### src/sdsr_defines.vh
// constants of the stepper driver status register bank
`ifndef SDSR_DEFINES_VH
`define SDSR_DEFINES_VH
`define SDSR_ADDR_W 3
`define SDSR_ADDR_LIVE 3'h4
`define SDSR_ADDR_XOVC 3'h5
`define SDSR_ADDR_YOVC 3'h6
`define SDSR_ADDR_POS 3'h7
`define SDSR_RESET_VAL 8'h00
`define SDSR_POS_RESET 7'h00
`define SDSR_BIT_CHECK 7
`define SDSR_BIT_WARN 6
`define SDSR_BIT_CP 5
`define SDSR_BIT_WDOG 4
`define SDSR_BIT_OPX 3
`define SDSR_BIT_OPY 2
`define SDSR_BIT_SHUT 2
`endif

### src/sdsr_ovc_latch.v
// sticky flag group: set by a live condition, cleared by a read
`timescale 1ns/1ps
module sdsr_ovc_latch #(
  parameter WIDTH = 4
) (
  input wire clk_i,
  input wire rst_b_i,
  input wire [WIDTH-1:0] cond_i,
  input wire clear_i,
  output reg [WIDTH-1:0] flags_o
);
  genvar g;
  generate
    for (g = 0; g < WIDTH; g = g + 1) begin : g_bit
      always @(posedge clk_i or negedge rst_b_i) begin
        if (!rst_b_i) begin
          flags_o[g] <= 1'b0;
        end else if (cond_i[g]) begin
          // set wins over the read clear so no event is lost
          flags_o[g] <= 1'b1;
        end else if (clear_i) begin
          flags_o[g] <= 1'b0;
        end
      end
    end
  endgenerate
endmodule // sdsr_ovc_latch

### src/sdsr_status_regs.v
// status register bank of the stepper driver, read by the serial master
// How it works
// - four read-only registers, latched flags zero after reset
// - 0x04 live: check, warning, pump, watchdog, opens
// - 0x05 latched X-bridge overcurrent flags
// - 0x06 latched Y-bridge overcurrent, thermal shutdown
// - 0x07 live micro-step position field
// - check bit in every register msb
// - watchdog flag set on missed timer clear
// - watchdog flag survives watchdog-caused reset
// - watchdog flag cleared by writing enable zero
// - pump fault flag follows pump voltage failure
// - open coil flags follow open detection
// - X overcurrent flag set on detection
// - Y overcurrent flag set on detection
// - seven-bit position, passed through live, not reset
`timescale 1ns/1ps
`include "sdsr_defines.vh"
module sdsr_status_regs (
  input wire SYS_CLK_I,
  input wire RST_B_I,
  input wire THERMAL_WARNING_FLAG_I,
  input wire THERMAL_SHUTDOWN_FLAG_I,
  input wire CHARGE_PUMP_FAULT_I,
  input wire WATCHDOG_TIMEOUT_I,
  input wire WATCHDOG_ENABLE_WR_I,
  input wire WATCHDOG_ENABLE_BIT_I,
  input wire COIL_X_OPEN_FLAG_I,
  input wire COIL_Y_OPEN_FLAG_I,
  input wire [3:0] X_OVERCURRENT_I,
  input wire [3:0] Y_OVERCURRENT_I,
  input wire [6:0] MICROSTEP_POSITION_I,
  input wire RD_I,
  input wire [2:0] ADDR_I,
  output reg [7:0] RDATA_O,
  output reg RVALID_O,
  output wire WATCHDOG_EVENT_FLAG_O
);

  localparam NUM_REGS = 4;
  localparam BODY_W = 7;
  localparam OVC_W = 4;

  reg watchdog_event_flag;
  reg next_watchdog_event_flag;
  wire watchdog_clear_req;
  wire watchdog_set_req;

  reg [7:0] next_rdata;
  wire rd_x;
  wire rd_y;
  wire rd_mapped;
  wire [1:0] rd_index;

  wire [OVC_W-1:0] x_flags;
  wire [OVC_W:0] y_tsd;
  wire [OVC_W-1:0] y_flags;

  // live fields
  wire thermal_warning_flag;
  wire charge_pump_fault;
  wire coil_x_open_flag;
  wire coil_y_open_flag;
  wire [BODY_W-1:0] microstep_position;

  // latched fields
  wire x_pos_top_overcurrent;
  wire x_pos_bottom_overcurrent;
  wire x_neg_top_overcurrent;
  wire x_neg_bottom_overcurrent;
  wire y_pos_top_overcurrent;
  wire y_pos_bottom_overcurrent;
  wire y_neg_top_overcurrent;
  wire y_neg_bottom_overcurrent;
  wire thermal_shutdown_flag;

  // register bodies, bit positions as in the finished byte
  reg [BODY_W-1:0] live_body;
  reg [BODY_W-1:0] x_body;
  reg [BODY_W-1:0] y_body;

  // index 0 holds the register at 0x04, index 3 the one at 0x07
  wire [BODY_W-1:0] status_byte_body [0:NUM_REGS-1];
  wire [7:0] status_byte [0:NUM_REGS-1];

  // even count of ones across the whole byte
  function [7:0] with_check;
    input [BODY_W-1:0] body;
    begin
      with_check = {^body, body};
    end
  endfunction

  function hits;
    input [`SDSR_ADDR_W-1:0] addr;
    input [`SDSR_ADDR_W-1:0] target;
    begin
      hits = (addr == target);
    end
  endfunction

  // the bank sits in the upper half of the address space
  function is_mapped;
    input [`SDSR_ADDR_W-1:0] addr;
    begin
      is_mapped = hits(addr, `SDSR_ADDR_LIVE) ||
                  hits(addr, `SDSR_ADDR_XOVC) ||
                  hits(addr, `SDSR_ADDR_YOVC) ||
                  hits(addr, `SDSR_ADDR_POS);
    end
  endfunction

  // the watchdog reset of the device must not reach this flop; of the resets,
  // only the power-on / hard reset RST_B_I clears it
  assign watchdog_clear_req = WATCHDOG_ENABLE_WR_I &&
                              !WATCHDOG_ENABLE_BIT_I;
  assign watchdog_set_req = WATCHDOG_TIMEOUT_I;

  // a timeout in the clearing cycle wins, so no expiry goes unseen
  always @* begin
    next_watchdog_event_flag = watchdog_event_flag;
    if (watchdog_clear_req) begin
      next_watchdog_event_flag = 1'b0;
    end
    if (watchdog_set_req) begin
      next_watchdog_event_flag = 1'b1;
    end
  end

  always @(posedge SYS_CLK_I or negedge RST_B_I) begin
    if (!RST_B_I) begin
      watchdog_event_flag <= 1'b0;
    end else begin
      watchdog_event_flag <= next_watchdog_event_flag;
    end
  end

  assign WATCHDOG_EVENT_FLAG_O = watchdog_event_flag;

  assign thermal_warning_flag = THERMAL_WARNING_FLAG_I;
  assign charge_pump_fault = CHARGE_PUMP_FAULT_I;
  assign coil_x_open_flag = COIL_X_OPEN_FLAG_I;
  assign coil_y_open_flag = COIL_Y_OPEN_FLAG_I;
  assign microstep_position = MICROSTEP_POSITION_I;

  assign rd_x = RD_I && hits(ADDR_I, `SDSR_ADDR_XOVC);
  assign rd_y = RD_I && hits(ADDR_I, `SDSR_ADDR_YOVC);
  assign rd_mapped = is_mapped(ADDR_I);
  assign rd_index = ADDR_I[1:0];

  // order: pos-top, pos-bottom, neg-top, neg-bottom from msb down
  sdsr_ovc_latch #(
    .WIDTH(OVC_W)
  ) u_x_latch (
    .clk_i(SYS_CLK_I),
    .rst_b_i(RST_B_I),
    .cond_i(X_OVERCURRENT_I),
    .clear_i(rd_x),
    .flags_o(x_flags)
  );

  // thermal shutdown shares the Y group's read clear
  sdsr_ovc_latch #(
    .WIDTH(OVC_W + 1)
  ) u_y_latch (
    .clk_i(SYS_CLK_I),
    .rst_b_i(RST_B_I),
    .cond_i({Y_OVERCURRENT_I, THERMAL_SHUTDOWN_FLAG_I}),
    .clear_i(rd_y),
    .flags_o(y_tsd)
  );

  assign x_pos_top_overcurrent = x_flags[3];
  assign x_pos_bottom_overcurrent = x_flags[2];
  assign x_neg_top_overcurrent = x_flags[1];
  assign x_neg_bottom_overcurrent = x_flags[0];
  assign y_flags = y_tsd[OVC_W:1];
  assign y_pos_top_overcurrent = y_flags[3];
  assign y_pos_bottom_overcurrent = y_flags[2];
  assign y_neg_top_overcurrent = y_flags[1];
  assign y_neg_bottom_overcurrent = y_flags[0];
  assign thermal_shutdown_flag = y_tsd[0];

  always @* begin
    live_body = {BODY_W{1'b0}};
    live_body[`SDSR_BIT_WARN] = thermal_warning_flag;
    live_body[`SDSR_BIT_CP] = charge_pump_fault;
    live_body[`SDSR_BIT_WDOG] = watchdog_event_flag;
    live_body[`SDSR_BIT_OPX] = coil_x_open_flag;
    live_body[`SDSR_BIT_OPY] = coil_y_open_flag;
  end

  always @* begin
    x_body = {BODY_W{1'b0}};
    x_body[6] = x_pos_top_overcurrent;
    x_body[5] = x_pos_bottom_overcurrent;
    x_body[4] = x_neg_top_overcurrent;
    x_body[3] = x_neg_bottom_overcurrent;
  end

  always @* begin
    y_body = {BODY_W{1'b0}};
    y_body[6] = y_pos_top_overcurrent;
    y_body[5] = y_pos_bottom_overcurrent;
    y_body[4] = y_neg_top_overcurrent;
    y_body[3] = y_neg_bottom_overcurrent;
    y_body[`SDSR_BIT_SHUT] = thermal_shutdown_flag;
  end

  assign status_byte_body[0] = live_body;
  assign status_byte_body[1] = x_body;
  assign status_byte_body[2] = y_body;
  assign status_byte_body[3] = microstep_position;

  genvar g;
  generate
    for (g = 0; g < NUM_REGS; g = g + 1) begin : g_check
      assign status_byte[g] = with_check(status_byte_body[g]);
    end
  endgenerate

  // unmapped addresses read as zero; the snapshot is taken in the same
  // cycle the latched group clears, so the master sees the set value
  always @* begin
    next_rdata = `SDSR_RESET_VAL;
    if (rd_mapped) begin
      next_rdata = status_byte[rd_index];
    end
  end

  always @(posedge SYS_CLK_I or negedge RST_B_I) begin
    if (!RST_B_I) begin
      RVALID_O <= 1'b0;
    end else begin
      RVALID_O <= RD_I;
    end
  end

  always @(posedge SYS_CLK_I or negedge RST_B_I) begin
    if (!RST_B_I) begin
      RDATA_O <= `SDSR_RESET_VAL;
    end else if (RD_I) begin
      RDATA_O <= next_rdata;
    end
  end
endmodule // sdsr_status_regs

### config.mk
export PLATFORM = sky130hd
export DESIGN_NAME = sdsr_status_regs
export DESIGN_NICKNAME = d
export VERILOG_FILES = /design/src/sdsr_ovc_latch.v /design/src/sdsr_status_regs.v
export VERILOG_INCLUDE_DIRS = /design/src /design/src/src
export SDC_FILE = /design/constraint.sdc
export NUM_CORES = 1
export LEC_CHECK = 0
export ABC_AREA = 0
export BUFFER_PORTS_ARGS = -buffer_cell sky130_fd_sc_hd__buf_2
export CAP_MARGIN = 20
export CORE_ASPECT_RATIO = 1.2
export CORE_UTILIZATION = 42
export CTS_BUF_LIST = sky130_fd_sc_hd__clkbuf_2
export DETAILED_ROUTE_END_ITERATION = 10
export HOLD_SLACK_MARGIN = 0.06
export MAX_ROUTING_LAYER = met4
export PLACE_DENSITY = 0.72
export REMOVE_ABC_BUFFERS = 1
export SLEW_MARGIN = 20
export SYNTH_ARGS = -nofsm -noshare
export SYNTH_HDL_FRONTEND = slang
export SYNTH_SLANG_ARGS = --single-unit
### constraint.sdc
create_clock -name SYS_CLK_I -period 1.3 [get_ports SYS_CLK_I]
set_input_delay 0 -clock SYS_CLK_I [delete_from_list [all_inputs] [get_ports SYS_CLK_I]]
set_output_delay 0 -clock SYS_CLK_I [all_outputs]
set_load 0.03 [all_outputs]
==> metrics.log, run 1 <==
INFO  metric maximum_vdd_ir_drop = 0.7423 mV
INFO  metric hold_violations = 0
INFO  metric critical-path-slowest-cell = sky130_fd_sc_hd__dfrtp_1
INFO  metric worstReg2RegEnd = RDATA_O[7]
INFO  metric fillers = 174
INFO  metric core = 2354 um^2
INFO  metric clock-root-buffer = sky130_fd_sc_hd__clkbuf_2
INFO  metric layout.area.seq = 475.5 um^2
INFO  metric predominant_post_synthesis_flop_cell = sky130_fd_sc_hd__dfrtp_1
INFO  metric start_util = 0.4567
INFO  metric ctsHtreeMaxLevel = 1
INFO  metric tritoncts_num_sinks = 19
INFO  metric postRouteWirelength = 2663 um
INFO  metric n_antenna_cell = 0
INFO  metric vias = 947
INFO  metric synth_top_area_frac = 0.4424
INFO  metric run_status = finished with violations
INFO  metric grt_pass1_vias = 967
INFO  metric synth_top_cells_by_area = sky130_fd_sc_hd__dfrtp_1, sky130_fd_sc_hd__xnor3_1, sky130_fd_sc_hd__a21o_1
INFO  metric layout_setup_ws = -0.03467 ns
INFO  metric cts.reportedPaths.clkPinSlew = 0.18 ns
INFO  metric routabilityCongestion = 0.7871
INFO  metric avgSynthCellArea = 12.35 um^2
INFO  metric hold_path.class = in2reg
INFO  metric pwr_density_cell = 842.0 nW/um^2
INFO  metric failed_checks = setup timing
INFO  metric fin_tns_setup = -0.03467 ns
INFO  metric synth.largest_area_cell = sky130_fd_sc_hd__dfrtp_1
INFO  metric grt_start_max_net_pins = 20
INFO  metric tightest_slew_margin_relative_to_the_limit = 0.7190
INFO  metric buffers_plus_inverters_on_the_worst_setup_path = 0
INFO  metric startpoint_type = flop
INFO  metric worstRegToRegCells = 4
INFO  metric number_of_enable_flip_flop_cells_after_synthesis = 0
INFO  metric fp.dieArea = 2766 um^2
INFO  metric multi_input_area = 535.5 um^2
INFO  metric regToRegStartpoint = u_y_latch.flags_o[2]
INFO  metric wl_met3 = 98 um
INFO  metric max_freq = 749.3 MHz
INFO  metric synth.most_common_cell = sky130_fd_sc_hd__dfrtp_1
INFO  metric final_number_of_setup_violating_endpoints = 1
INFO  metric detail-route-antenna-nets = 0
INFO  metric wl_met1 = 960 um
INFO  metric synthesis.area = 1075 um^2
INFO  metric hold_path.startpoint = ADDR_I[0]
INFO  metric ys_seq_area_frac = 0.4424
INFO  metric die_height = 57.42 um
INFO  metric synthesis.instances = 87
INFO  metric row_count = 19
INFO  metric topRoutingLayerUsed = met4
INFO  metric cts-buffers-inserted = 3
INFO  metric worst-endpoint-required = 1.56 ns
INFO  metric synth-seq-cells = 19
INFO  metric wl_per_cell = 14.63 um
INFO  metric fin_crit_sh = 1.027
INFO  metric numPortBuffers = 38
INFO  metric area_growth_syn_to_layout = 44.35%
INFO  metric cts_tree = done
INFO  metric ff2ff_setup_slack = -0.03 ns
INFO  metric design_area = 1551 um^2
INFO  metric drt-vias-per-instance = 5.203
INFO  metric antenna_violations_before_repair = 0
INFO  metric cts_buffer_depth = 2
INFO  metric yosys-top-cells-count = sky130_fd_sc_hd__dfrtp_1, sky130_fd_sc_hd__a21o_1, sky130_fd_sc_hd__inv_1, sky130_fd_sc_hd__xnor2_1, sky130_fd_sc_hd__nand3_1
INFO  metric io_pins = 39
INFO  metric post-route-min-period = 1.335 ns
INFO  metric post_dp_cell_area = 1277 um^2
INFO  metric die_x = 48.18 um
INFO  metric yosys_warnings = 0
INFO  metric detailedRoute.firstIterationViolations = 12
INFO  metric place_worst_setup_slack = -0.07681 ns
INFO  metric timing.final.max_slew_violations = 0
INFO  metric drive_gt1_frac = 0.4040
INFO  metric async_set_or_reset_register_ratio_after_synthesis = 1.000
INFO  metric grt_overflow = 0
INFO  metric nets = 181
INFO  metric dp_hpwl = 1669 um
INFO  metric end_point_of_the_worst_hold_path = RDATA_O[0]
INFO  metric worst_pin_slew = 0.4215 ns
INFO  metric timing.critical_path.max_delay_family = XOR/XNOR gates
INFO  metric critical_path_arrival = 1.59 ns
INFO  metric max_cap_viol_count = 0
INFO  metric cp-end-kind = flop
INFO  metric critical_path.max_fanout = 3
INFO  metric grt_first_pass_wirelength = 4188 um
INFO  metric hold_path_depth = 3
INFO  metric timing.setup.critical_path_class = reg2reg
INFO  metric grt_usage = 0.2236
INFO  metric post-route-drc-count = 0
INFO  metric finalHoldWorstSlack = 0.1131 ns
INFO  metric p_leak = 0.7187 nW
INFO  metric route.met2.wl = 1515 um
INFO  metric timing.critical_path.slowest_cell_delay = 0.46 ns
INFO  metric clkLatencyLatePin = 0.31 ns
INFO  metric p_total = 1.306 mW
INFO  metric timing.clock.skew = 0.008508 ns
INFO  metric detailedRoute.firstPassIterationCount = 4
INFO  metric crit_path_cell_trace = xnor3_1 -> xnor2_1 -> o211a_1 -> a22oi_2
INFO  metric rsz0062_at_grt = yes
INFO  metric synth_cell_types = 29
## worst max path at each step
stage / start / end / slack, ns / cells past startpoint
2_1_floorplan: WATCHDOG_EVENT_FLAG_O / RDATA_O[7] / -0.23 / 4
3_3_place_gp: WATCHDOG_EVENT_FLAG_O / RDATA_O[7] / -0.05 / 4
3_5_place_dp: WATCHDOG_EVENT_FLAG_O / RDATA_O[7] / -0.08 / 4
4_1_cts: u_y_latch.flags_o[1] / RDATA_O[7] / -0.04 / 4
5_1_grt: u_y_latch.flags_o[3] / RDATA_O[7] / -0.06 / 4
6_report: u_y_latch.flags_o[2] / RDATA_O[7] / -0.03 / 4
## area by class of cell
type / instances / share of cell area
Multi-Input combinational cell: 56 / 0.3452
Sequential cell: 19 / 0.3065
Timing Repair Buffer: 65 / 0.2935
Tap cell: 31 / 0.02500
Inverter: 7 / 0.01694
Clock buffer: 3 / 0.009677
Clock inverter: 1 / 0.003226
## registers in the layout, summed over array words and instances, names as in the netlist
register	cells
u_y_latch.flags_o	5
RDATA_O	8
WATCHDOG_EVENT_FLAG_O	1
u_x_latch.flags_o	4
RVALID_O	1
## cell usage in the layout, fill, tap and decap left out, types with 4 or more instances in the layout
master                          count
sky130_fd_sc_hd__nand2_1            4
sky130_fd_sc_hd__mux4_2             4
sky130_fd_sc_hd__dfrtp_1           19
sky130_fd_sc_hd__buf_4              5
sky130_fd_sc_hd__inv_1              7
sky130_fd_sc_hd__xnor3_1            4
sky130_fd_sc_hd__xnor2_1            7
sky130_fd_sc_hd__buf_2             37
sky130_fd_sc_hd__dlygate4sd3_1     21
sky130_fd_sc_hd__a21o_1             9
## worst register-to-register path, stage by stage, from the launching register on
cell	delay [ns]
sky130_fd_sc_hd__dfrtp_1	0.46
sky130_fd_sc_hd__xnor3_1	0.37
sky130_fd_sc_hd__xnor2_1	0.14
sky130_fd_sc_hd__o211a_1	0.21
sky130_fd_sc_hd__a22oi_2	0.10
## layer usage
layer | global-route usage | vias up
li1 | - | 440
met1 | 0.2308 | 462
met2 | 0.3886 | 33
met3 | 0.03797 | 12
met4 | 0.09921 | 0
met5 | - | -
## power breakdown
| part | switching, mW | internal, mW | total (mW) | leakage, nW |
|---|---|---|---|---|
| Sequential | 0.0223 | 0.627 | 0.649 | 0.208 |
| Clock | 0.185 | 0.0697 | 0.255 | 0.0164 |
| Combinational | 0.192 | 0.211 | 0.403 | 0.494 |
## timing repair
action                     CTS  global route
gates resized for setup      0            10
pin swaps                    5             5
hold endpoints to repair    38             0
buffers inserted             2             1
setup endpoints to repair    2             6
cloned                       0             0
hold buffers                21             0
## metrics by stage
stage          cells    util
2_1_floorplan     82       -
3_3_place_gp     154  0.5428
3_5_place_dp     154  0.5428
4_1_cts          181  0.6470
5_1_grt          182  0.6592
6_report         182  0.6592
## cells by family (layout without fill, tap and decap cells)
kind of cell | count (synthesis) | count (layout) | synth area share
AO/OA/AOI/OAI | 22 | 22 | 0.1560
XOR/XNOR | 12 | 12 | 0.1490
buffers and inverters | 12 | 76 | 0.06986
flip-flops | 19 | 19 | 0.4424
multiplexers | 5 | 5 | 0.09779
AND/OR/NAND/NOR | 17 | 17 | 0.08498
Power figures use the tool's default switching activity.
==> run 2: changes to the inputs <==
- CTS_BUF_LIST: sky130_fd_sc_hd__clkbuf_2 -> sky130_fd_sc_hd__clkbuf_4
- SETUP_SLACK_MARGIN: not set -> 0.5
==> run 2 against run 1 <==
  * The flow still finishes with violations (setup timing)
  * Non-clock buffer count grew 5
  * Worst setup slack better by 0.010 ns
  * Flip-flop and latch count is the same
  * Die area unchanged
  * Clock-buffer cell count stayed put
  * Core utilization up 6.0 points
  * Combinational power grew 14%
  * Largest power group unchanged
==> metrics.log, run 2 (same netlist as run 1, synthesis figures left out) <==
INFO  metric hold_path.class = in2reg (unchanged)
INFO  metric startpoint_type = flop (unchanged)
INFO  metric max_cap_viol_count = 0 (unchanged)
INFO  metric die_x = 48.18 um (unchanged)
INFO  metric regToRegStartpoint = u_y_latch.flags_o[2] (unchanged)
INFO  metric rsz0062_at_grt = yes (unchanged)
INFO  metric critical_path.max_fanout = 3 (unchanged)
INFO  metric row_count = 19 (unchanged)
INFO  metric tritoncts_num_sinks = 19 (unchanged)
INFO  metric p_total = 1.411 mW (was 1.306 mW)
INFO  metric detailedRoute.firstIterationViolations = 19 (was 12)
INFO  metric drt-vias-per-instance = 5.096 (was 5.203)
INFO  metric start_util = 0.4567 (unchanged)
INFO  metric core = 2354 um^2 (unchanged)
INFO  metric numPortBuffers = 38 (unchanged)
INFO  metric antenna_violations_before_repair = 0 (unchanged)
INFO  metric post-route-min-period = 1.325 ns (was 1.335 ns)
INFO  metric final_common_cell = sky130_fd_sc_hd__buf_2 (unchanged)
INFO  metric timing.setup.critical_path_class = reg2reg (unchanged)
INFO  metric layout_setup_ws = -0.02472 ns (was -0.03467 ns)
INFO  metric timing.final.max_slew_violations = 0 (unchanged)
INFO  metric critical_path_arrival = 1.55 ns (was 1.59 ns)
INFO  metric die_height = 57.42 um (unchanged)
INFO  metric worst_pin_slew = 0.4146 ns (was 0.4215 ns)
INFO  metric end_point_of_the_worst_hold_path = RDATA_O[7] (was RDATA_O[0])
INFO  metric regMostFlops = RDATA_O (unchanged)
INFO  metric layout_common_cells = sky130_fd_sc_hd__buf_2, sky130_fd_sc_hd__dlygate4sd3_1, sky130_fd_sc_hd__dfrtp_1 (unchanged)
INFO  metric ff2ff_setup_slack = -0.02 ns (was -0.03 ns)
INFO  metric postRouteWirelength = 2597 um (was 2663 um)
INFO  metric detailedRoute.firstPassIterationCount = 4 (unchanged)
INFO  metric wl_per_cell = 13.89 um (was 14.63 um)
INFO  metric nets = 186 (was 181)
INFO  metric worstRegToRegCells = 4 (unchanged)
INFO  metric layout_top_registers = RDATA_O: 8 flops, u_y_latch.flags_o: 5 flops, u_x_latch.flags_o: 4 flops (unchanged)
INFO  metric n_antenna_cell = 0 (unchanged)
INFO  metric fin_crit_sh = 1.019 (was 1.027)
INFO  metric final_number_of_setup_violating_endpoints = 1 (unchanged)
INFO  metric p_leak = 0.7798 nW (was 0.7187 nW)
INFO  metric largest_register_ffs = 8 (unchanged)
INFO  metric ctsHtreeMaxLevel = 1 (unchanged)
INFO  metric vias = 953 (was 947)
INFO  metric cp-end-kind = flop (unchanged)
INFO  metric cts_buffer_depth = 2 (unchanged)
INFO  metric cts_tree = done (unchanged)
INFO  metric dp_hpwl = 1669 um (unchanged)
INFO  metric grt_first_pass_wirelength = 3981 um (was 4188 um)
INFO  metric fp.dieArea = 2766 um^2 (unchanged)
INFO  metric io_pins = 39 (unchanged)
INFO  metric grt_overflow = 0 (unchanged)
INFO  metric cts-buffers-inserted = 3 (unchanged)
INFO  metric grt_usage = 0.2101 (was 0.2236)
INFO  metric max_freq = 754.9 MHz (was 749.3 MHz)
INFO  metric clkLatencyLatePin = 0.29 ns (was 0.31 ns)
INFO  metric cts.reportedPaths.clkPinSlew = 0.12 ns (was 0.18 ns)
INFO  metric hold_path_depth = 3 (unchanged)
INFO  metric post-route-drc-count = 0 (unchanged)
INFO  metric post_dp_cell_area = 1277 um^2 (unchanged)
INFO  metric hold_path.startpoint = ADDR_I[0] (unchanged)
INFO  metric tightest_slew_margin_relative_to_the_limit = 0.7236 (was 0.7190)
INFO  metric hold_violations = 0 (unchanged)
INFO  metric routabilityCongestion = 0.7871 (unchanged)
INFO  metric timing.clock.skew = 0.009970 ns (was 0.008508 ns)
INFO  metric fillers = 148 (was 174)
INFO  metric grt_start_max_net_pins = 20 (unchanged)
INFO  metric pwr_density_cell = 833.5 nW/um^2 (was 842.0 nW/um^2)
INFO  metric worstReg2RegEnd = RDATA_O[7] (unchanged)
INFO  metric clock-root-buffer = sky130_fd_sc_hd__clkbuf_4 (was sky130_fd_sc_hd__clkbuf_2)
INFO  metric design_area = 1693 um^2 (was 1551 um^2)
INFO  metric maximum_vdd_ir_drop = 0.5675 mV (was 0.7423 mV)
INFO  metric detail-route-antenna-nets = 0 (unchanged)
INFO  metric area_growth_syn_to_layout = 57.51% (was 44.35%)
INFO  metric drive_gt1_frac = 0.4423 (was 0.4040)
INFO  metric run_status = finished with violations (unchanged)
INFO  metric failed_checks = setup timing (unchanged)
INFO  metric grt_pass1_vias = 922 (was 967)
INFO  metric worst-endpoint-required = 1.53 ns (was 1.56 ns)
run 2: changes by cell type in the layout (fill, tap and decap cells not counted), sizes merged:
cell         change
buf              +6
dlygate4sd3      -1
run 2: what timing repair did:
action                                  CTS  global route
hold endpoints to repair                 38             3
setup buffers                             6             3
endpoints found under the setup margin   21            25
hold buffers                             18             2
pin swaps                                 9             1
gates resized for setup                  36             4
run 2: critical path, cell delays in order, from the launching register on:
cell                      delay [ns]
sky130_fd_sc_hd__dfrtp_1        0.44
sky130_fd_sc_hd__xnor3_1        0.37
sky130_fd_sc_hd__xnor2_1        0.13
sky130_fd_sc_hd__o211a_1        0.23
sky130_fd_sc_hd__a22oi_2        0.10
run 2: layout make-up:
class                      instances  area (um^2)  area share
inverter                           7        26.28     0.01552
tap                               31        38.79     0.02291
sequential                        19        475.5      0.2809
clock inverter                     1        5.005    0.002956
multi-input combinational         56        549.3      0.3245
clock buffer                       3        22.52     0.01330
timing repair buffer              70        575.6      0.3400
run 2: worst max-delay path by stage:
stage / from / to / cells after the start
2_1_floorplan: WATCHDOG_EVENT_FLAG_O / RDATA_O[7] / 4
4_1_cts: u_y_latch.flags_o[2] / RDATA_O[7] / 4
3_3_place_gp: WATCHDOG_EVENT_FLAG_O / RDATA_O[7] / 4
5_1_grt: u_y_latch.flags_o[2] / RDATA_O[7] / 4
3_5_place_dp: WATCHDOG_EVENT_FLAG_O / RDATA_O[7] / 4
6_report: u_y_latch.flags_o[2] / RDATA_O[7] / 4
run 2: through the flow:
stage / std cells / setup TNS (ns) / util / hold slack (ns) / setup WS (ns)
finish: 187 / -0.02472 / 0.7193 / 0.07031 / -0.02472
floorplan: 82 / -0.2331 / - / -0.2956 / -0.2331
detailed placement: 154 / -0.07681 / 0.5428 / -0.04070 / -0.07681
global route: 187 / -0.1108 / 0.7193 / 0.08734 / -0.07707
CTS: 182 / -0.02488 / 0.6948 / 0.02850 / -0.02488
global placement: 154 / -0.04724 / 0.5428 / -0.03941 / -0.04724
run 2: routing by layer:
layer	global-route usage	up-vias	wire length, um	part of all wire
met5	-	-	0	0
met4	0.04365	0	14	0.0054
met3	0.03165	2	61	0.023
met2	0.3562	25	1490	0.57
met1	0.2552	477	1029	0.40
li1	-	449	-	-
run 2: power breakdown:
part           switching, mW  total [mW]  internal, mW
registers             0.0291       0.656         0.627
clock network          0.183       0.297         0.114
logic                  0.197       0.458         0.261
